### config.mk
export PLATFORM = sky130hd
export DESIGN_NAME = urd_ctrl
export DESIGN_NICKNAME = d
export VERILOG_FILES = /design/src/rtl/urd_pkg.sv /design/src/rtl/urd_ctrl.sv /design/src/rtl/urd_fifo.sv /design/src/rtl/urd_tmo.sv
export VERILOG_INCLUDE_DIRS = /design/src /design/src/rtl
export SDC_FILE = /design/constraint.sdc
export NUM_CORES = 1
export LEC_CHECK = 0
export BUFFER_PORTS_ARGS = -buffer_cell sky130_fd_sc_hd__buf_4
export CORE_MARGIN = 3
export CORE_UTILIZATION = 45
export CTS_CLUSTER_SIZE = 12
export DETAILED_ROUTE_END_ITERATION = 7
export GPL_ROUTABILITY_DRIVEN = 0
export GPL_TIMING_DRIVEN = 0
export SLEW_MARGIN = 15
export SYNTH_ARGS = -nofsm -noshare
export SYNTH_HDL_FRONTEND = slang
export SYNTH_SLANG_ARGS = --single-unit
### constraint.sdc
create_clock -name clk_i -period 3.4 [get_ports clk_i]
set_input_delay 0.68 -clock clk_i [delete_from_list [all_inputs] [get_ports clk_i]]
set_output_delay 0.68 -clock clk_i [all_outputs]
set_load 0.01 [all_outputs]
### src/rtl/urd_regs.svh
// Register map, field positions and reset values of the receive
// channel control block; included by the package, urd_ctrl and urd_tmo.
// Function
// - Interrupt enable low: no irq, no halt
// - Interrupt enable high: irq on run fall, except on receiver error
// - Firmware sets run bit; hardware clears it
// - Halt writes byte count, clears hold flag
// - Time-out halt interrupts, receiver error doesn't
// - Time-out flag set on expiry, write-1-clear
// - Period field reloads counter every byte
// - Counter decrements once per frame tick
// - Counter at zero: flag set; channel halted if interrupt enable high
// - Count only with enable, run, first byte
// - Count enable bit low: never times out
// - Flag zero on error, one on starvation
`ifndef URD_REGS_SVH
`define URD_REGS_SVH

`define URD_ADR_W        8
`define URD_CH_BIT       3
`define URD_CSR_BIT      2
`define URD_DEF0_OFS     8'h00
`define URD_CSR0_OFS     8'h04
`define URD_DEF1_OFS     8'h08
`define URD_CSR1_OFS     8'h0c
`define URD_MAP_MASK     8'hf3

`define URD_EN_BIT       7
`define URD_INE_BIT      6
`define URD_TEN_BIT      7
`define URD_PER_HI       6
`define URD_PER_LO       2
`define URD_TMO_BIT      1
`define URD_RSV_BIT      0

`define URD_DEF_RST      8'h00
`define URD_CSR_RST      8'h00
`define URD_PER_W        5
`define URD_BCNT_W       8
`define URD_FIFO_DEPTH   16
`define URD_NCH          2

`endif

### src/rtl/urd_pkg.sv
// Types shared by the receive channel control block.
// Assumes urd_regs.svh is on the include path.
`include "urd_regs.svh"
package urd_pkg;

   typedef enum logic [1:0] {
      CAUSE_NONE,
      CAUSE_TMO,
      CAUSE_ERR,
      CAUSE_SW
   } urd_cause_t;

   // One received byte tagged with its channel
   typedef struct packed {
      logic       ch;
      logic [7:0] data;
   } urd_byte_t;

   // Write-back to the input endpoint descriptor on halt
   typedef struct packed {
      logic                   ch;
      logic [`URD_BCNT_W-1:0] count;
      logic                   hold;
   } urd_desc_t;

endpackage

### src/rtl/urd_ctrl.sv
// Control and status for two UART receive channels feeding the
// USB input buffers: Wishbone register slave, run bits, time-out
// and halt handling, and the byte FIFO toward the buffer manager.
// Assumes receivers, frame detector and buffer manager run on
// clk_i; none of their signals needs synchronising.
//
// Our own choices: the Wishbone register port and the placing of the registers.
`timescale 1ns/10ps
`include "urd_regs.svh"
module urd_ctrl
   import urd_pkg::*;
#(
   parameter int NCH   = `URD_NCH,
   parameter int DEPTH = `URD_FIFO_DEPTH
) (
   input  wire logic                 clk_i,        // System clock
   input  wire logic                 rst_i,        // Sync reset
   // Wishbone classic slave
   input  wire logic [`URD_ADR_W-1:0] wb_adr_i,    // Byte address
   input  wire logic [31:0]          wb_dat_i,     // Write data
   output logic      [31:0]          wb_dat_o,     // Read data
   input  wire logic                 wb_we_i,      // Write
   input  wire logic [3:0]           wb_sel_i,     // Byte lanes
   input  wire logic                 wb_cyc_i,     // Cycle
   input  wire logic                 wb_stb_i,     // Strobe
   output logic                      wb_ack_o,     // Acknowledge
   // UART receivers and frame detector
   input  wire logic [NCH-1:0]       rx_valid_i,   // Byte offered
   input  wire logic [NCH-1:0][7:0]  rx_data_i,    // Byte
   output logic      [NCH-1:0]       rx_ready_o,   // Byte taken
   input  wire logic [NCH-1:0]       rx_err_i,     // Rcv error
   input  wire logic                 sof_i,        // Frame seen
   // USB buffer manager
   output logic                      buf_valid_o,  // Byte ready
   output urd_byte_t                 buf_data_o,   // Byte, chan
   input  wire logic                 buf_ready_i,  // Taken
   output logic                      desc_valid_o, // Write-back
   output urd_desc_t                 desc_o,       // Count, hold
   // To the microcontroller
   output logic      [NCH-1:0]       done_irq_o    // Halt pulse
);

   // Register select: {valid, channel, csr}
   function automatic logic [2:0] reg_sel(
      input logic [`URD_ADR_W-1:0] adr
   );
      logic ok;
      ok = ((adr & `URD_MAP_MASK) == `URD_DEF0_OFS);
      return {ok, adr[`URD_CH_BIT], adr[`URD_CSR_BIT]};
   endfunction

   // Register and channel state
   logic [NCH-1:0][7:0]            def_q, def_d;
   logic [NCH-1:0][7:0]            csr_q, csr_d;
   logic [NCH-1:0]                 first_q, first_d;
   logic [NCH-1:0][`URD_BCNT_W-1:0] bcnt_q, bcnt_d;
   urd_cause_t                     cause_q [NCH];
   urd_cause_t                     cause_d [NCH];
   logic [NCH-1:0]                 irq_q, irq_d;
   logic                           dvld_q, dvld_d;
   urd_desc_t                      desc_q, desc_d;
   logic [NCH-1:0]                 pend_q, pend_d;
   logic [NCH-1:0][`URD_BCNT_W-1:0] pcnt_q, pcnt_d;

   // Bus state
   logic                           ack_q, ack_d;
   logic [31:0]                    rdat_q, rdat_d;

   // Input path state
   logic [NCH-1:0]                 rdy_q, rdy_d;
   logic                           tok_q, tok_d;
   logic                           sof_q;

   // Internal nets
   logic [NCH-1:0]                 acc;
   logic [NCH-1:0]                 expire;
   logic [NCH-1:0]                 run;
   logic                           tick;
   logic                           push;
   logic                           fifo_rdy;
   urd_byte_t                      push_data;
   logic [2:0]                     sel;
   logic                           wr;
   logic                           rd;
   logic [NCH-1:0]                 halt;
   logic                           ovld_q, ovld_d;
   urd_byte_t                      odat_q, odat_d;
   logic                           f_valid;
   logic                           f_take;
   urd_byte_t                      f_data;

   assign sel  = reg_sel(wb_adr_i);
   assign wr   = wb_cyc_i & wb_stb_i & wb_we_i & ~ack_q & wb_sel_i[0];
   assign rd   = wb_cyc_i & wb_stb_i & ~ack_q;
   assign tick = sof_i & ~sof_q;
   assign acc  = rx_valid_i & rdy_q;
   assign push = |acc;

   // Only one channel is offered per cycle, so acc is one-hot
   always_comb begin
      push_data = '0;
      for (int c = 0; c < NCH; c++) begin
         if (acc[c]) begin
            push_data.ch   = c[0];
            push_data.data = rx_data_i[c];
         end
      end
   end

   // Input offer: one channel per cycle, alternating.
   // Ready is withheld the cycle after a push, so a registered
   // ready can never overrun the FIFO; this halves peak rate.
   always_comb begin
      tok_d = ~tok_q;
      for (int c = 0; c < NCH; c++) begin
         rdy_d[c] = fifo_rdy & ~push & def_d[c][`URD_EN_BIT]
                  & (tok_d == c[0]);
      end
   end

   always_ff @(posedge clk_i) begin
      if (rst_i) begin
         rdy_q <= '0;
         tok_q <= 1'b0;
         sof_q <= 1'b0;
      end else begin
         rdy_q <= rdy_d;
         tok_q <= tok_d;
         sof_q <= sof_i;
      end
   end

   // Channel control and registers
   always_comb begin
      logic en_old;
      logic en_new;
      logic csr_hit;
      logic chan_hit;
      en_old  = 1'b0;
      en_new  = 1'b0;
      csr_hit = 1'b0;
      chan_hit = 1'b0;
      def_d   = def_q;
      csr_d   = csr_q;
      first_d = first_q;
      bcnt_d  = bcnt_q;
      irq_d   = '0;
      halt    = '0;
      for (int c = 0; c < NCH; c++) begin
         cause_d[c] = cause_q[c];
         en_old     = def_q[c][`URD_EN_BIT];
         chan_hit   = wr & sel[2] & (sel[1] == c[0]);
         csr_hit    = chan_hit & sel[0];

         // Firmware writes
         if (chan_hit & ~sel[0]) begin
            def_d[c] = wb_dat_i[7:0];
            if (en_old & ~wb_dat_i[`URD_EN_BIT]) begin
               cause_d[c] = CAUSE_SW;
            end
         end
         if (csr_hit) begin
            csr_d[c][`URD_TEN_BIT] = wb_dat_i[`URD_TEN_BIT];
            csr_d[c][`URD_PER_HI:`URD_PER_LO] =
               wb_dat_i[`URD_PER_HI:`URD_PER_LO];
            if (wb_dat_i[`URD_TMO_BIT]) begin
               csr_d[c][`URD_TMO_BIT] = 1'b0;
            end
         end
         csr_d[c][`URD_RSV_BIT] = 1'b0;

         // Byte count restarts with each new run
         if (~en_old & def_d[c][`URD_EN_BIT]) begin
            bcnt_d[c]  = '0;
            first_d[c] = 1'b0;
            cause_d[c] = CAUSE_NONE;
         end
         if (acc[c]) begin
            bcnt_d[c]  = bcnt_q[c] + 1'b1;
            first_d[c] = 1'b1;
         end

         // Time-out: the flag wins over a same-cycle clear
         if (expire[c] & en_old) begin
            csr_d[c][`URD_TMO_BIT] = 1'b1;
            if (def_q[c][`URD_INE_BIT]) begin
               def_d[c][`URD_EN_BIT] = 1'b0;
               cause_d[c] = CAUSE_TMO;
            end
         end

         // Receiver error leaves the flag at zero
         if (rx_err_i[c] & en_old & def_q[c][`URD_INE_BIT]) begin
            def_d[c][`URD_EN_BIT] = 1'b0;
            cause_d[c] = CAUSE_ERR;
         end

         // Falling run bit: write back and maybe interrupt
         en_new = def_d[c][`URD_EN_BIT];
         if (en_old & ~en_new) begin
            irq_d[c] = def_q[c][`URD_INE_BIT]
                     & (cause_d[c] != CAUSE_ERR);
            halt[c]  = 1'b1;
         end
      end
   end

   always_ff @(posedge clk_i) begin
      if (rst_i) begin
         def_q   <= {NCH{`URD_DEF_RST}};
         csr_q   <= {NCH{`URD_CSR_RST}};
         first_q <= '0;
         bcnt_q  <= '0;
         irq_q   <= '0;
         for (int c = 0; c < NCH; c++) begin
            cause_q[c] <= CAUSE_NONE;
         end
      end else begin
         def_q   <= def_d;
         csr_q   <= csr_d;
         first_q <= first_d;
         bcnt_q  <= bcnt_d;
         irq_q   <= irq_d;
         for (int c = 0; c < NCH; c++) begin
            cause_q[c] <= cause_d[c];
         end
      end
   end

   // Write-back queue: both channels can halt on one tick, so
   // each keeps its request until the descriptor port sends it
   always_comb begin
      logic sent;
      sent   = 1'b0;
      pend_d = pend_q;
      pcnt_d = pcnt_q;
      dvld_d = 1'b0;
      desc_d = desc_q;
      for (int c = 0; c < NCH; c++) begin
         if (pend_q[c] & ~sent) begin
            sent         = 1'b1;
            pend_d[c]    = 1'b0;
            dvld_d       = 1'b1;
            desc_d.ch    = c[0];
            desc_d.count = pcnt_q[c];
            desc_d.hold  = 1'b0;
         end
         if (halt[c]) begin
            pend_d[c] = 1'b1;
            pcnt_d[c] = bcnt_d[c];
         end
      end
   end

   always_ff @(posedge clk_i) begin
      if (rst_i) begin
         pend_q <= '0;
         pcnt_q <= '0;
         dvld_q <= 1'b0;
         desc_q <= '0;
      end else begin
         pend_q <= pend_d;
         pcnt_q <= pcnt_d;
         dvld_q <= dvld_d;
         desc_q <= desc_d;
      end
   end

   // Wishbone slave: one wait state, unmapped reads give zero
   always_comb begin
      ack_d  = rd;
      rdat_d = '0;
      if (rd & sel[2]) begin
         rdat_d[7:0] = sel[0] ? csr_q[sel[1]] : def_q[sel[1]];
      end
   end

   always_ff @(posedge clk_i) begin
      if (rst_i) begin
         ack_q  <= 1'b0;
         rdat_q <= '0;
      end else begin
         ack_q  <= ack_d;
         rdat_q <= rdat_d;
      end
   end

   // Per-channel time-out counters
   for (genvar g = 0; g < NCH; g++) begin : g_tmo
      // Counting needs enable, run and a first byte
      assign run[g] = csr_q[g][`URD_TEN_BIT]
                    & def_q[g][`URD_EN_BIT] & first_q[g];
      urd_tmo u_tmo (
         .clk_i    (clk_i),
         .rst_i    (rst_i),
         .load_i   (acc[g]),
         .period_i (csr_q[g][`URD_PER_HI:`URD_PER_LO]),
         .run_i    (run[g]),
         .tick_i   (tick),
         .expire_o (expire[g])
      );
   end

   urd_fifo #(
      .W     ($bits(urd_byte_t)),
      .DEPTH (DEPTH)
   ) u_fifo (
      .clk_i       (clk_i),
      .rst_i       (rst_i),
      .in_valid_i  (push),
      .in_data_i   (push_data),
      .in_ready_o  (fifo_rdy),
      .out_valid_o (f_valid),
      .out_data_o  (f_data),
      .out_ready_i (f_take)
   );

   // Output register: the buffer side sees flops only; it holds
   // one byte beyond the FIFO, so the path stores DEPTH+1 bytes
   assign f_take = ~ovld_q | buf_ready_i;

   always_comb begin
      ovld_d = ovld_q;
      odat_d = odat_q;
      if (f_valid & f_take) begin
         ovld_d = 1'b1;
         odat_d = f_data;
      end else if (buf_ready_i) begin
         ovld_d = 1'b0;
      end
   end

   always_ff @(posedge clk_i) begin
      if (rst_i) begin
         ovld_q <= 1'b0;
         odat_q <= '0;
      end else begin
         ovld_q <= ovld_d;
         odat_q <= odat_d;
      end
   end

   assign buf_valid_o  = ovld_q;
   assign buf_data_o   = odat_q;
   assign wb_dat_o     = rdat_q;
   assign wb_ack_o     = ack_q;
   assign rx_ready_o   = rdy_q;
   assign desc_valid_o = dvld_q;
   assign desc_o       = desc_q;
   assign done_irq_o   = irq_q;

endmodule // urd_ctrl

### src/rtl/urd_fifo.sv
// Synchronous FIFO with valid/ready on both sides.
// Assumes DEPTH is a power of two and one clock domain.
`timescale 1ns/10ps
module urd_fifo #(
   parameter int W     = 9,
   parameter int DEPTH = 16
) (
   input  wire logic         clk_i,       // System clock
   input  wire logic         rst_i,       // Sync reset, high
   input  wire logic         in_valid_i,  // Write request
   input  wire logic [W-1:0] in_data_i,   // Write data
   output logic              in_ready_o,  // Not full
   output logic              out_valid_o, // Not empty
   output logic [W-1:0]      out_data_o,  // Head word
   input  wire logic         out_ready_i  // Drain side accepts
);
   localparam int AW = $clog2(DEPTH);

   logic [W-1:0] mem_q [DEPTH];
   logic [AW-1:0] wr_q, wr_d, rd_q, rd_d;
   logic [AW:0]   cnt_q, cnt_d;
   logic          push, pop;

   assign in_ready_o  = (cnt_q != DEPTH[AW:0]);
   assign out_valid_o = (cnt_q != '0);
   assign out_data_o  = mem_q[rd_q];
   assign push        = in_valid_i & in_ready_o;
   assign pop         = out_valid_o & out_ready_i;

   always_comb begin
      wr_d  = push ? wr_q + 1'b1 : wr_q;
      rd_d  = pop ? rd_q + 1'b1 : rd_q;
      cnt_d = cnt_q;
      if (push & ~pop) begin
         cnt_d = cnt_q + 1'b1;
      end else if (pop & ~push) begin
         cnt_d = cnt_q - 1'b1;
      end
   end

   always_ff @(posedge clk_i) begin
      if (rst_i) begin
         wr_q  <= '0;
         rd_q  <= '0;
         cnt_q <= '0;
      end else begin
         wr_q  <= wr_d;
         rd_q  <= rd_d;
         cnt_q <= cnt_d;
      end
   end

   always_ff @(posedge clk_i) begin
      if (push) begin
         mem_q[wr_q] <= in_data_i;
      end
   end
endmodule // urd_fifo

### src/rtl/urd_tmo.sv
// Transaction time-out down-counter for one channel.
// Assumes tick_i is a one-cycle pulse per frame.
`timescale 1ns/10ps
`include "urd_regs.svh"
module urd_tmo
   import urd_pkg::*;
(
   input  wire logic                  clk_i,    // System clock
   input  wire logic                  rst_i,    // Sync reset, high
   input  wire logic                  load_i,   // Byte moved
   input  wire logic [`URD_PER_W-1:0] period_i, // Period in ms
   input  wire logic                  run_i,    // Counting allowed
   input  wire logic                  tick_i,   // Frame tick
   output logic                       expire_o  // Reached zero
);
   logic [`URD_PER_W-1:0] cnt_q, cnt_d;
   logic                  exp_q, exp_d;

   always_comb begin
      cnt_d = cnt_q;
      exp_d = 1'b0;
      if (load_i) begin
         cnt_d = period_i;
      end else if (run_i & tick_i & (cnt_q != '0)) begin
         cnt_d = cnt_q - 1'b1;
         exp_d = (cnt_q == `URD_PER_W'h01);
      end
   end

   always_ff @(posedge clk_i) begin
      if (rst_i) begin
         cnt_q <= '0;
         exp_q <= 1'b0;
      end else begin
         cnt_q <= cnt_d;
         exp_q <= exp_d;
      end
   end

   assign expire_o = exp_q;
endmodule // urd_tmo
Yosys cells after proc, flatten, opt, wreduce, memory -nomap -nowiden
Memories as Yosys holds them, arrays and structs flattened. A register that Yosys moved wholly into a read port is not among the register bits.
Cells that the tools add are included.
- word-level logic and storage cells: 211
- RAM bits: 148
- memories kept: 2
- bits in registers: 143
- memories (name ; depth ; bits a word ; rd ports ; clocked after Yosys merged registers in ; wr ports ; line ; RTL):
    u_fifo.mem_q ; 16 ; 9 ; 1 ; 1 ; 1 ; urd_fifo.sv:19 ; logic [W-1:0] mem_q [DEPTH];
    cause_q ; 2 ; 2 ; 2 ; 0 ; 2 ; urd_ctrl.sv:57 ; urd_cause_t cause_q [NCH];
- equal/unequal tests: 5
- bitwise logic cells: 70
- add/sub/neg operators: 8
- reduce and logical (&&, ||, !) cells: 24
- mux-type cells: 64
- magnitude comparators: 1
- operator list (cell ; number):
    two-way mux 8 bit ; 12
    bitwise AND 1 bit ; 46
    two-way mux 5 bit ; 6
    two-way mux 1 bit ; 29
    two-way mux 2 bit ; 14
    nonzero test 2 bit ; 12
    two-way mux 10 bit ; 2
    inverter 1 bit ; 20
    adder 8 x 1 -> 8 bit, second input constant ; 2
    nonzero test 5 bit ; 3
    subtractor 5 x 1 -> 5 bit, second input constant ; 3
    equality test 5 x 1 -> 1 bit, second input constant ; 2
    two-way mux 9 bit ; 1
    adder 4 x 1 -> 4 bit, second input constant ; 2
    zero test 8 bit ; 1
    OR reduction 2 bit ; 4
    OR reduction 3 bit ; 2
    adder 5 x 1 -> 5 bit, second input constant ; 1
    inequality test 5 bit, second input constant ; 1
    inequality test 2 bit, second input constant ; 2
    AND reduction 2 bit ; 2
    bitwise OR 1 bit ; 3
    bitwise AND 2 bit ; 1
    < comparator 1 x 2 -> 1 bit, second input constant ; 1

Depth between registers and ports, before layout
Gate-level depths: netlist (run 1).
- depth after elaboration: 15
- mapped depth: 11

By module
A second synthesis (run 1) with hierarchy kept.
- cells, all modules: 949
- area, all modules: 11695.0 um^2
- by module, submodules not included (module ; area each (um^2) ; instances ; cells each):
    urd_fifo ; 6363.6 ; 1 ; 335
    urd_ctrl ; 4643.2 ; 1 ; 532
    urd_tmo ; 344.1 ; 2 ; 41

Worst setup path before layout (run 1)
Ideal clock, no wire load.
- kind: reg2reg
- start: register u_fifo.cnt_q[0]
- end: register u_fifo.cnt_q[4]
- setup slack: 0.318 ns
- buffers on the path: 1
- period minus slack after synthesis: 3.082 ns
- arrival: 3.011 ns
- cell stages (with the launch flop): 12
- library setup time: 0.071 ns
- cell sequence: dfxtp_1 -> or4_1 -> o21ai_1 -> clkbuf_1 -> ha_1 -> inv_1 -> fa_1 -> a21o_1 -> a21oi_1 -> xnor2_1 -> or3_1 -> a21oi_1
- word-level cells in the longest chain between the ends: 5
- elaborated cells on any way between the ends: 13
- RTL lines (element ; line ; RTL):
    from (decl) ; urd_fifo.sv:21 ; logic [AW:0] cnt_q, cnt_d;
    from (signal assigned) ; urd_fifo.sv:49 ; cnt_q <= cnt_d;
    branches (longest 5 deep; another with subtractor 5 x 1 -> 5 bit) ; - ;
Several ways; the timed one is not identified. The select of a mux whose other input is x is not followed.
A chain may end at the register's enable or synchronous reset.

Worst setup path after layout (run 1)
Ends and elaborated chain as after synthesis.

==> impl_metrics.csv, run 1 <==
group,metric,value,unit
final_layout,nFillCells,2110,
sta,slew_headroom,25.0,%
drt,via_count,7306,
sta,finalCritPeriodShare,94.4,%
logic_synthesis,yosysWarnings,0,
place,placed_area,0.0125,sq mm
logic_synthesis,synthTopCellsByArea,"edfxtp_1, dfxtp_1, mux4_2, nor2_1, a21oi_1",
die,ios,129,
logic_synthesis,synth_edf_count,144,
clock_tree,cts_buffers,30,
clock_tree,cts-htree-levels,1,
sta,finalClockSkew,0.0134,ns
global_routing,antenna_found_initial,0,
die,coreArea,0.0246,sq mm
place,post-dp-hpwl,17.7,mm
min_path,hp-class,"in -> reg",
final_layout,fin_area,0.0134,sq mm
final_layout,drive_gt1_share,20.6,%
power_and_ir_drop,p_leak,4.74,nW
die,dieArea,0.0272,sq mm
clock_tree,root_buffer,"clkbuf_16",
die,start_util,46.2,%
sta,drv_slew,0,
logic_synthesis,synth.avg_cell_area,12.7,sq um
drt,vias_per_cell,5.32,
critical_path,cp_slowest_cell,"or4_1",
clock_tree,clk_pin_slew_worst_paths,0.06,ns
drt,dr.pass1.iters,5,
critical_path,cp_cell_sequence,"or4_1, o21ai_4, clkbuf_4, ha_1, inv_1, fa_1, a21o_1, a21oi_1, xnor2_1, or3_1, a21oi_1",
logic_synthesis,synth_cells,896,
critical_path,crit_required,3.87,ns
logic_synthesis,synth-seq-area-share,60.9,%
sta,holdWs,0.392,ns
critical_path,cp_max_fo,10,
drt,wl_per_cell,19.0,um
critical_path,critical-path-top-delay-family,"simple AND/OR/NAND/NOR gates",
sta,finalHoldViolCount,0,
sta,rsz0062_at_grt,"no",
drt,routed_wl,26.1,mm
final_layout,nets,1117,
die,die_x,165,um
global_routing,grt_pass1_wl,40.7,mm
critical_path,crit_type,"reg -> reg",
critical_path,cp.arrival,3.68,ns
die,die_h,165,um
sta,period_minus_slack,3.21,ns
drt,drc,0,
critical_path,path_common_cell,"a21oi_1",
critical_path,reg2reg_setup_slack,0.19,ns
place,numPortBuffers,76,
final_layout,syn2layout_area_growth,18.1,%
clock_tree,clk_latency,0.55,ns
logic_synthesis,syn_area,0.0114,sq mm
drt,antenna_left,0,
power_and_ir_drop,power.density,606,mW/mm^2
clock_tree,cts_sinks,274,
final_layout,diodes,0,
global_routing,grt_overflow_total,0,
critical_path,startpoint_type,"flop",
sta,setup_violations,0,
clock_tree,holdBufCountCts,0,
job,cap_violations,0,
sta,setup_ws,0.189,ns
clock_tree,cts_tree,"done",
logic_synthesis,synthArstFlopShare,0,%
outcome,status,"completed",
clock_tree,clockBufferDepth,3,
critical_path,critPathBufInv,2,
logic_synthesis,synth_top_area_share,38.0,%
global_routing,track_usage,19.4,%
critical_path,max_stage_delay,0.61,ns
die,rows,57,
logic_synthesis,ys.flop_type,"edfxtp_1",
global_routing,grt_pass1_vias,7229,
logic_synthesis,synth_cell_types,64,
critical_path,endpoint_kind,"flop",
place,dp_slack,-0.243,ns
sta,fmax,311,MHz
clock_tree,post_cts_buffers,0,
logic_synthesis,synth.largest_area_cell,"edfxtp_1",
logic_synthesis,synth_seq_cells,274,
power_and_ir_drop,ir_worst_vdd,0.000374,V
global_routing,grt_max_degree,26,
sta,tightestPinTransition,1.12,ns
drt,drt_iter0_markers,684,
per-layer routing:
layer / routed length [um] / GRT usage, % / up-vias / part of all wire (%)
met4: 462 / 4.23 / 0 / 1.8
met3: 1460 / 3.39 / 39 / 5.6
met1: 12200 / 28.8 / 3569 / 47
met5: 0 / 0 / - / 0
met2: 11900 / 30.1 / 191 / 46
li1: - / - / 3507 / -
where the power goes:
part           internal (mW)  total [mW]  leakage, nW  switching [mW]
clock network           1.85        3.13        0.477            1.27
registers               3.54        3.63         2.31          0.0832
logic                  0.640        1.38         1.96           0.738
cell type report:
type | count | area (sq um) | area share, %
clock buffers | 41 | 875 | 6.52
clock inverters | 12 | 80.1 | 0.597
flip-flops and latches | 274 | 6930 | 51.6
plain buffers | 76 | 420 | 3.13
multi-input cells | 559 | 4110 | 30.6
well taps | 324 | 405 | 3.02
inverters | 11 | 41.3 | 0.308
repair buffers | 76 | 571 | 4.25
worst paths after layout:
check,from,to,cells after the start
hold reg to reg,tok_q,tok_q,1
setup / recovery,u_fifo.cnt_q[0],u_fifo.cnt_q[4],11
hold / removal,sof_i,sof_q,2
setup reg to reg,u_fifo.cnt_q[0],u_fifo.cnt_q[4],11
cells in the mapped netlist, drive strengths merged, types with 6 or more instances:
library cell,n
nor4,6
mux4,43
nand2,55
a211oi,21
nand3,19
mux2i,27
a22o,8
nand4,7
buf,43
edfxtp,144
nor3,14
nor2,123
nor2b,16
clkbuf,33
a22oi,19
xor2,16
xnor2,11
a21oi,61
dfxtp,130
nand2b,9
ha,17
inv,11
placed cells by master (no fill, tap or decap), types with 27 or more instances in the layout:
| cell | netlist | final |
|---|---|---|
| a21oi_1 | 61 | 61 |
| buf_4 | 25 | 101 |
| clkbuf_1 | 32 | 35 |
| clkbuf_16 | 0 | 32 |
| dfxtp_1 | 130 | 130 |
| edfxtp_1 | 144 | 144 |
| mux2i_1 | 27 | 27 |
| mux4_2 | 43 | 43 |
| nand2_1 | 55 | 55 |
| nor2_1 | 123 | 123 |
per-stage QoR:
step | utilization [%] | TNS, ns | instances | total power, mW
after floorplan | - | 0 | 920 | 4.64
after global placement | 50.5 | -8.56 | 1320 | 5.06
after detailed placement | 50.6 | -11.96 | 1320 | 5.08
final | 54.6 | 0 | 1373 | 8.13
after global routing | 54.6 | 0 | 1373 | 8.50
after CTS | 54.5 | 0 | 1373 | 8.20
kinds of logic after synthesis:
group	after synthesis	synth area share, %
xor+xnor	27	2.08
compound gates	137	8.15
flops	274	60.9
other cells	1	0.0330
simple gates	282	11.8
mux	70	10.9
fa+ha+maj	18	2.05
buf+inv	87	4.02
registers in the layout, indices dropped and copies added (netlist names), 5 cells and up:
signal and flops:
u_fifo.mem_q 144, pcnt_q 16, def_q 16, csr_q 14
g_tmo.u_tmo.cnt_q 10, bcnt_q 16, desc_o 9, buf_data_o 9
u_fifo.cnt_q 5, wb_dat_o 8
repair_timing:
action,in CTS,in global routing
endpoints found under the setup margin,1,1
gates resized for setup,2,3
endpoints found under the hold margin,0,0
No activity file was read; power rests on OpenSTA's default activity.
==> inputs of run 2 (changes only) <==
- CELL_PAD_IN_SITES_DETAIL_PLACEMENT: not set -> 0
- CELL_PAD_IN_SITES_GLOBAL_PLACEMENT: not set -> 1
- PLACE_DENSITY_LB_ADDON: not set -> 0.1
- clock period: 3.4 -> 3.6 ns (I/O delays scaled with it)
==> impl_metrics.csv, run 2 (synthesis results as in run 1) <==
group,metric,value,unit
power_and_ir_drop,switchingPower,1.99,mW
sta,drv_slew,0,
critical_path,cp.arrival,3.80,ns
outcome,status,"completed",
drt,vias_per_cell,5.40,
power_and_ir_drop,p_leak,4.75,nW
critical_path,r2r_cells,11,
final_layout,drive_gt1_share,20.4,%
clock_tree,cts_tree,"done",
critical_path,r2r_end,"u_fifo.cnt_q[4]",
global_routing,grt_max_degree,26,
sta,finalClockSkew,0.0126,ns
die,rows,57,
power_and_ir_drop,pwr-share-seq,44.2,%
drt,drc,0,
clock_tree,root_buffer,"clkbuf_16",
sta,period_minus_slack,3.34,ns
min_path,hp-class,"reg -> reg",
power_and_ir_drop,intPower,5.77,mW
sta,setup_violations,0,
critical_path,critPathBufInv,2,
power_and_ir_drop,power.density,577,mW/mm^2
critical_path,reg2reg_setup_slack,0.26,ns
final_layout,largest_register_ffs,144,
die,die_x,165,um
die,die_h,165,um
die,coreArea,0.0246,sq mm
critical_path,path_common_cell,"a21oi_1",
global_routing,grt_overflow_total,0,
die,dieArea,0.0272,sq mm
sta,fmax,300,MHz
drt,dr.pass1.iters,5,
drt,drt_iter0_markers,479,
clock_tree,clk_latency,0.54,ns
final_layout,syn2layout_area_growth,18.2,%
drt,via_count,7441,
place,numPortBuffers,76,
critical_path,cp_max_fo,10,
place,placed_area,0.0125,sq mm
critical_path,startpoint_type,"flop",
global_routing,antenna_found_initial,0,
critical_path,critical-path-top-delay-family,"simple AND/OR/NAND/NOR gates",
sta,slew_headroom,23.0,%
power_and_ir_drop,clkPwrFrac,38.5,%
power_and_ir_drop,switching_share,25.7,%
final_layout,final_cell_mix,"edfxtp_1, dfxtp_1, nor2_1",
critical_path,crit_type,"reg -> reg",
drt,wl_per_cell,19.6,um
clock_tree,cts_buffers,29,
sta,setup_ws,0.262,ns
place,dp_slack,-0.265,ns
clock_tree,cts-htree-levels,1,
global_routing,track_usage,20.1,%
power_and_ir_drop,ir_worst_vdd,0.000354,V
min_path,min_from,"tok_q",
job,cap_violations,0,
drt,routed_wl,27.0,mm
critical_path,crit_required,4.06,ns
final_layout,diodes,0,
die,start_util,46.2,%
clock_tree,cts_sinks,274,
critical_path,cp_cell_sequence,"or4_1, o21ai_2, clkbuf_4, ha_1, inv_1, fa_1, a21o_1, a21oi_1, xnor2_1, or3_1, a21oi_1",
final_layout,top_register,"u_fifo.mem_q",
min_path,holdPathEnd,"tok_q",
sta,finalHoldViolCount,0,
critical_path,worstReg2RegStart,"u_fifo.cnt_q[0]",
place,post-dp-hpwl,18.4,mm
critical_path,cp_slowest_cell,"or4_1",
global_routing,grt_pass1_wl,41.8,mm
clock_tree,post_cts_buffers,0,
die,ios,129,
clock_tree,holdBufCountCts,0,
drt,antenna_left,0,
critical_path,max_stage_delay,0.57,ns
min_path,whs_path_depth,1,
sta,finalCritPeriodShare,92.7,%
sta,rsz0062_at_grt,"no",
critical_path,endpoint_kind,"flop",
final_layout,final_common_cell,"edfxtp_1",
global_routing,grt_pass1_vias,7330,
final_layout,nets,1120,
sta,tightestPinTransition,1.15,ns
power_and_ir_drop,combPwrFrac,17.3,%
clock_tree,clockBufferDepth,3,
final_layout,fin_area,0.0134,sq mm
clock_tree,clk_pin_slew_worst_paths,0.06,ns
==> run 2: through the flow <==
| stage | instances | util, % | total power, mW | hold slack (ns) | TNS (ns) |
|---|---|---|---|---|---|
| global route | 1377 | 54.6 | 8.10 | 0.435 | 0 |
| detailed placement | 1324 | 50.7 | 4.83 | 0.413 | -0.265 |
| CTS | 1377 | 54.6 | 7.83 | 0.424 | 0 |
| floorplan | 920 | - | 4.38 | 0.394 | 0 |
| finish | 1377 | 54.6 | 7.76 | 0.427 | 0 |
| global placement | 1320 | 50.5 | 4.81 | 0.407 | -0.866 |
==> run 2: layout make-up <==
type / instances / area [sq um]
fillers: 2155 / 11200
flip-flops and latches: 274 / 6930
multi-input cells: 559 / 4100
clock buffers: 45 / 806
repair buffers: 80 / 601
plain buffers: 76 / 420
well taps: 324 / 405
clock inverters: 8 / 144
inverters: 11 / 41.3
==> run 2: repair_timing <==
item / CTS / global route
gates cloned: 0 / 0
resized for setup: 2 / 2
endpoints found under the setup margin: 1 / 1
hold endpoints to repair: 0 / 0
==> run 2: worst max-delay path by stage <==
| stage | endpoint | from | cells after the start | slack [ns] |
|---|---|---|---|---|
| after floorplan | u_fifo.cnt_q[4] | u_fifo.cnt_q[0] | 11 | 0.52 |
| after global placement | u_fifo.cnt_q[4] | u_fifo.cnt_q[0] | 11 | -0.23 |
| after detailed placement | u_fifo.cnt_q[4] | u_fifo.cnt_q[0] | 11 | -0.26 |
| after CTS | u_fifo.cnt_q[4] | u_fifo.cnt_q[0] | 11 | 0.13 |
| after global routing | u_fifo.cnt_q[4] | u_fifo.cnt_q[0] | 11 | 0.02 |
| final | u_fifo.cnt_q[4] | u_fifo.cnt_q[0] | 11 | 0.26 |
==> run 2: power groups by stage <==
stage	combinational (mW)	clock [mW]	sequential [mW]
floorplan	0.892	0	3.49
global placement	1.33	0	3.49
detailed placement	1.34	0	3.49
CTS	1.36	3.05	3.42
global route	1.48	3.18	3.44
finish	1.34	2.99	3.43
==> run 2: per-layer routing <==
layer  routed length, um  track usage, %
met5                   0               0
met4                 353            4.00
met3                1310            2.73
met2               12500            31.8
met1               12800            29.9
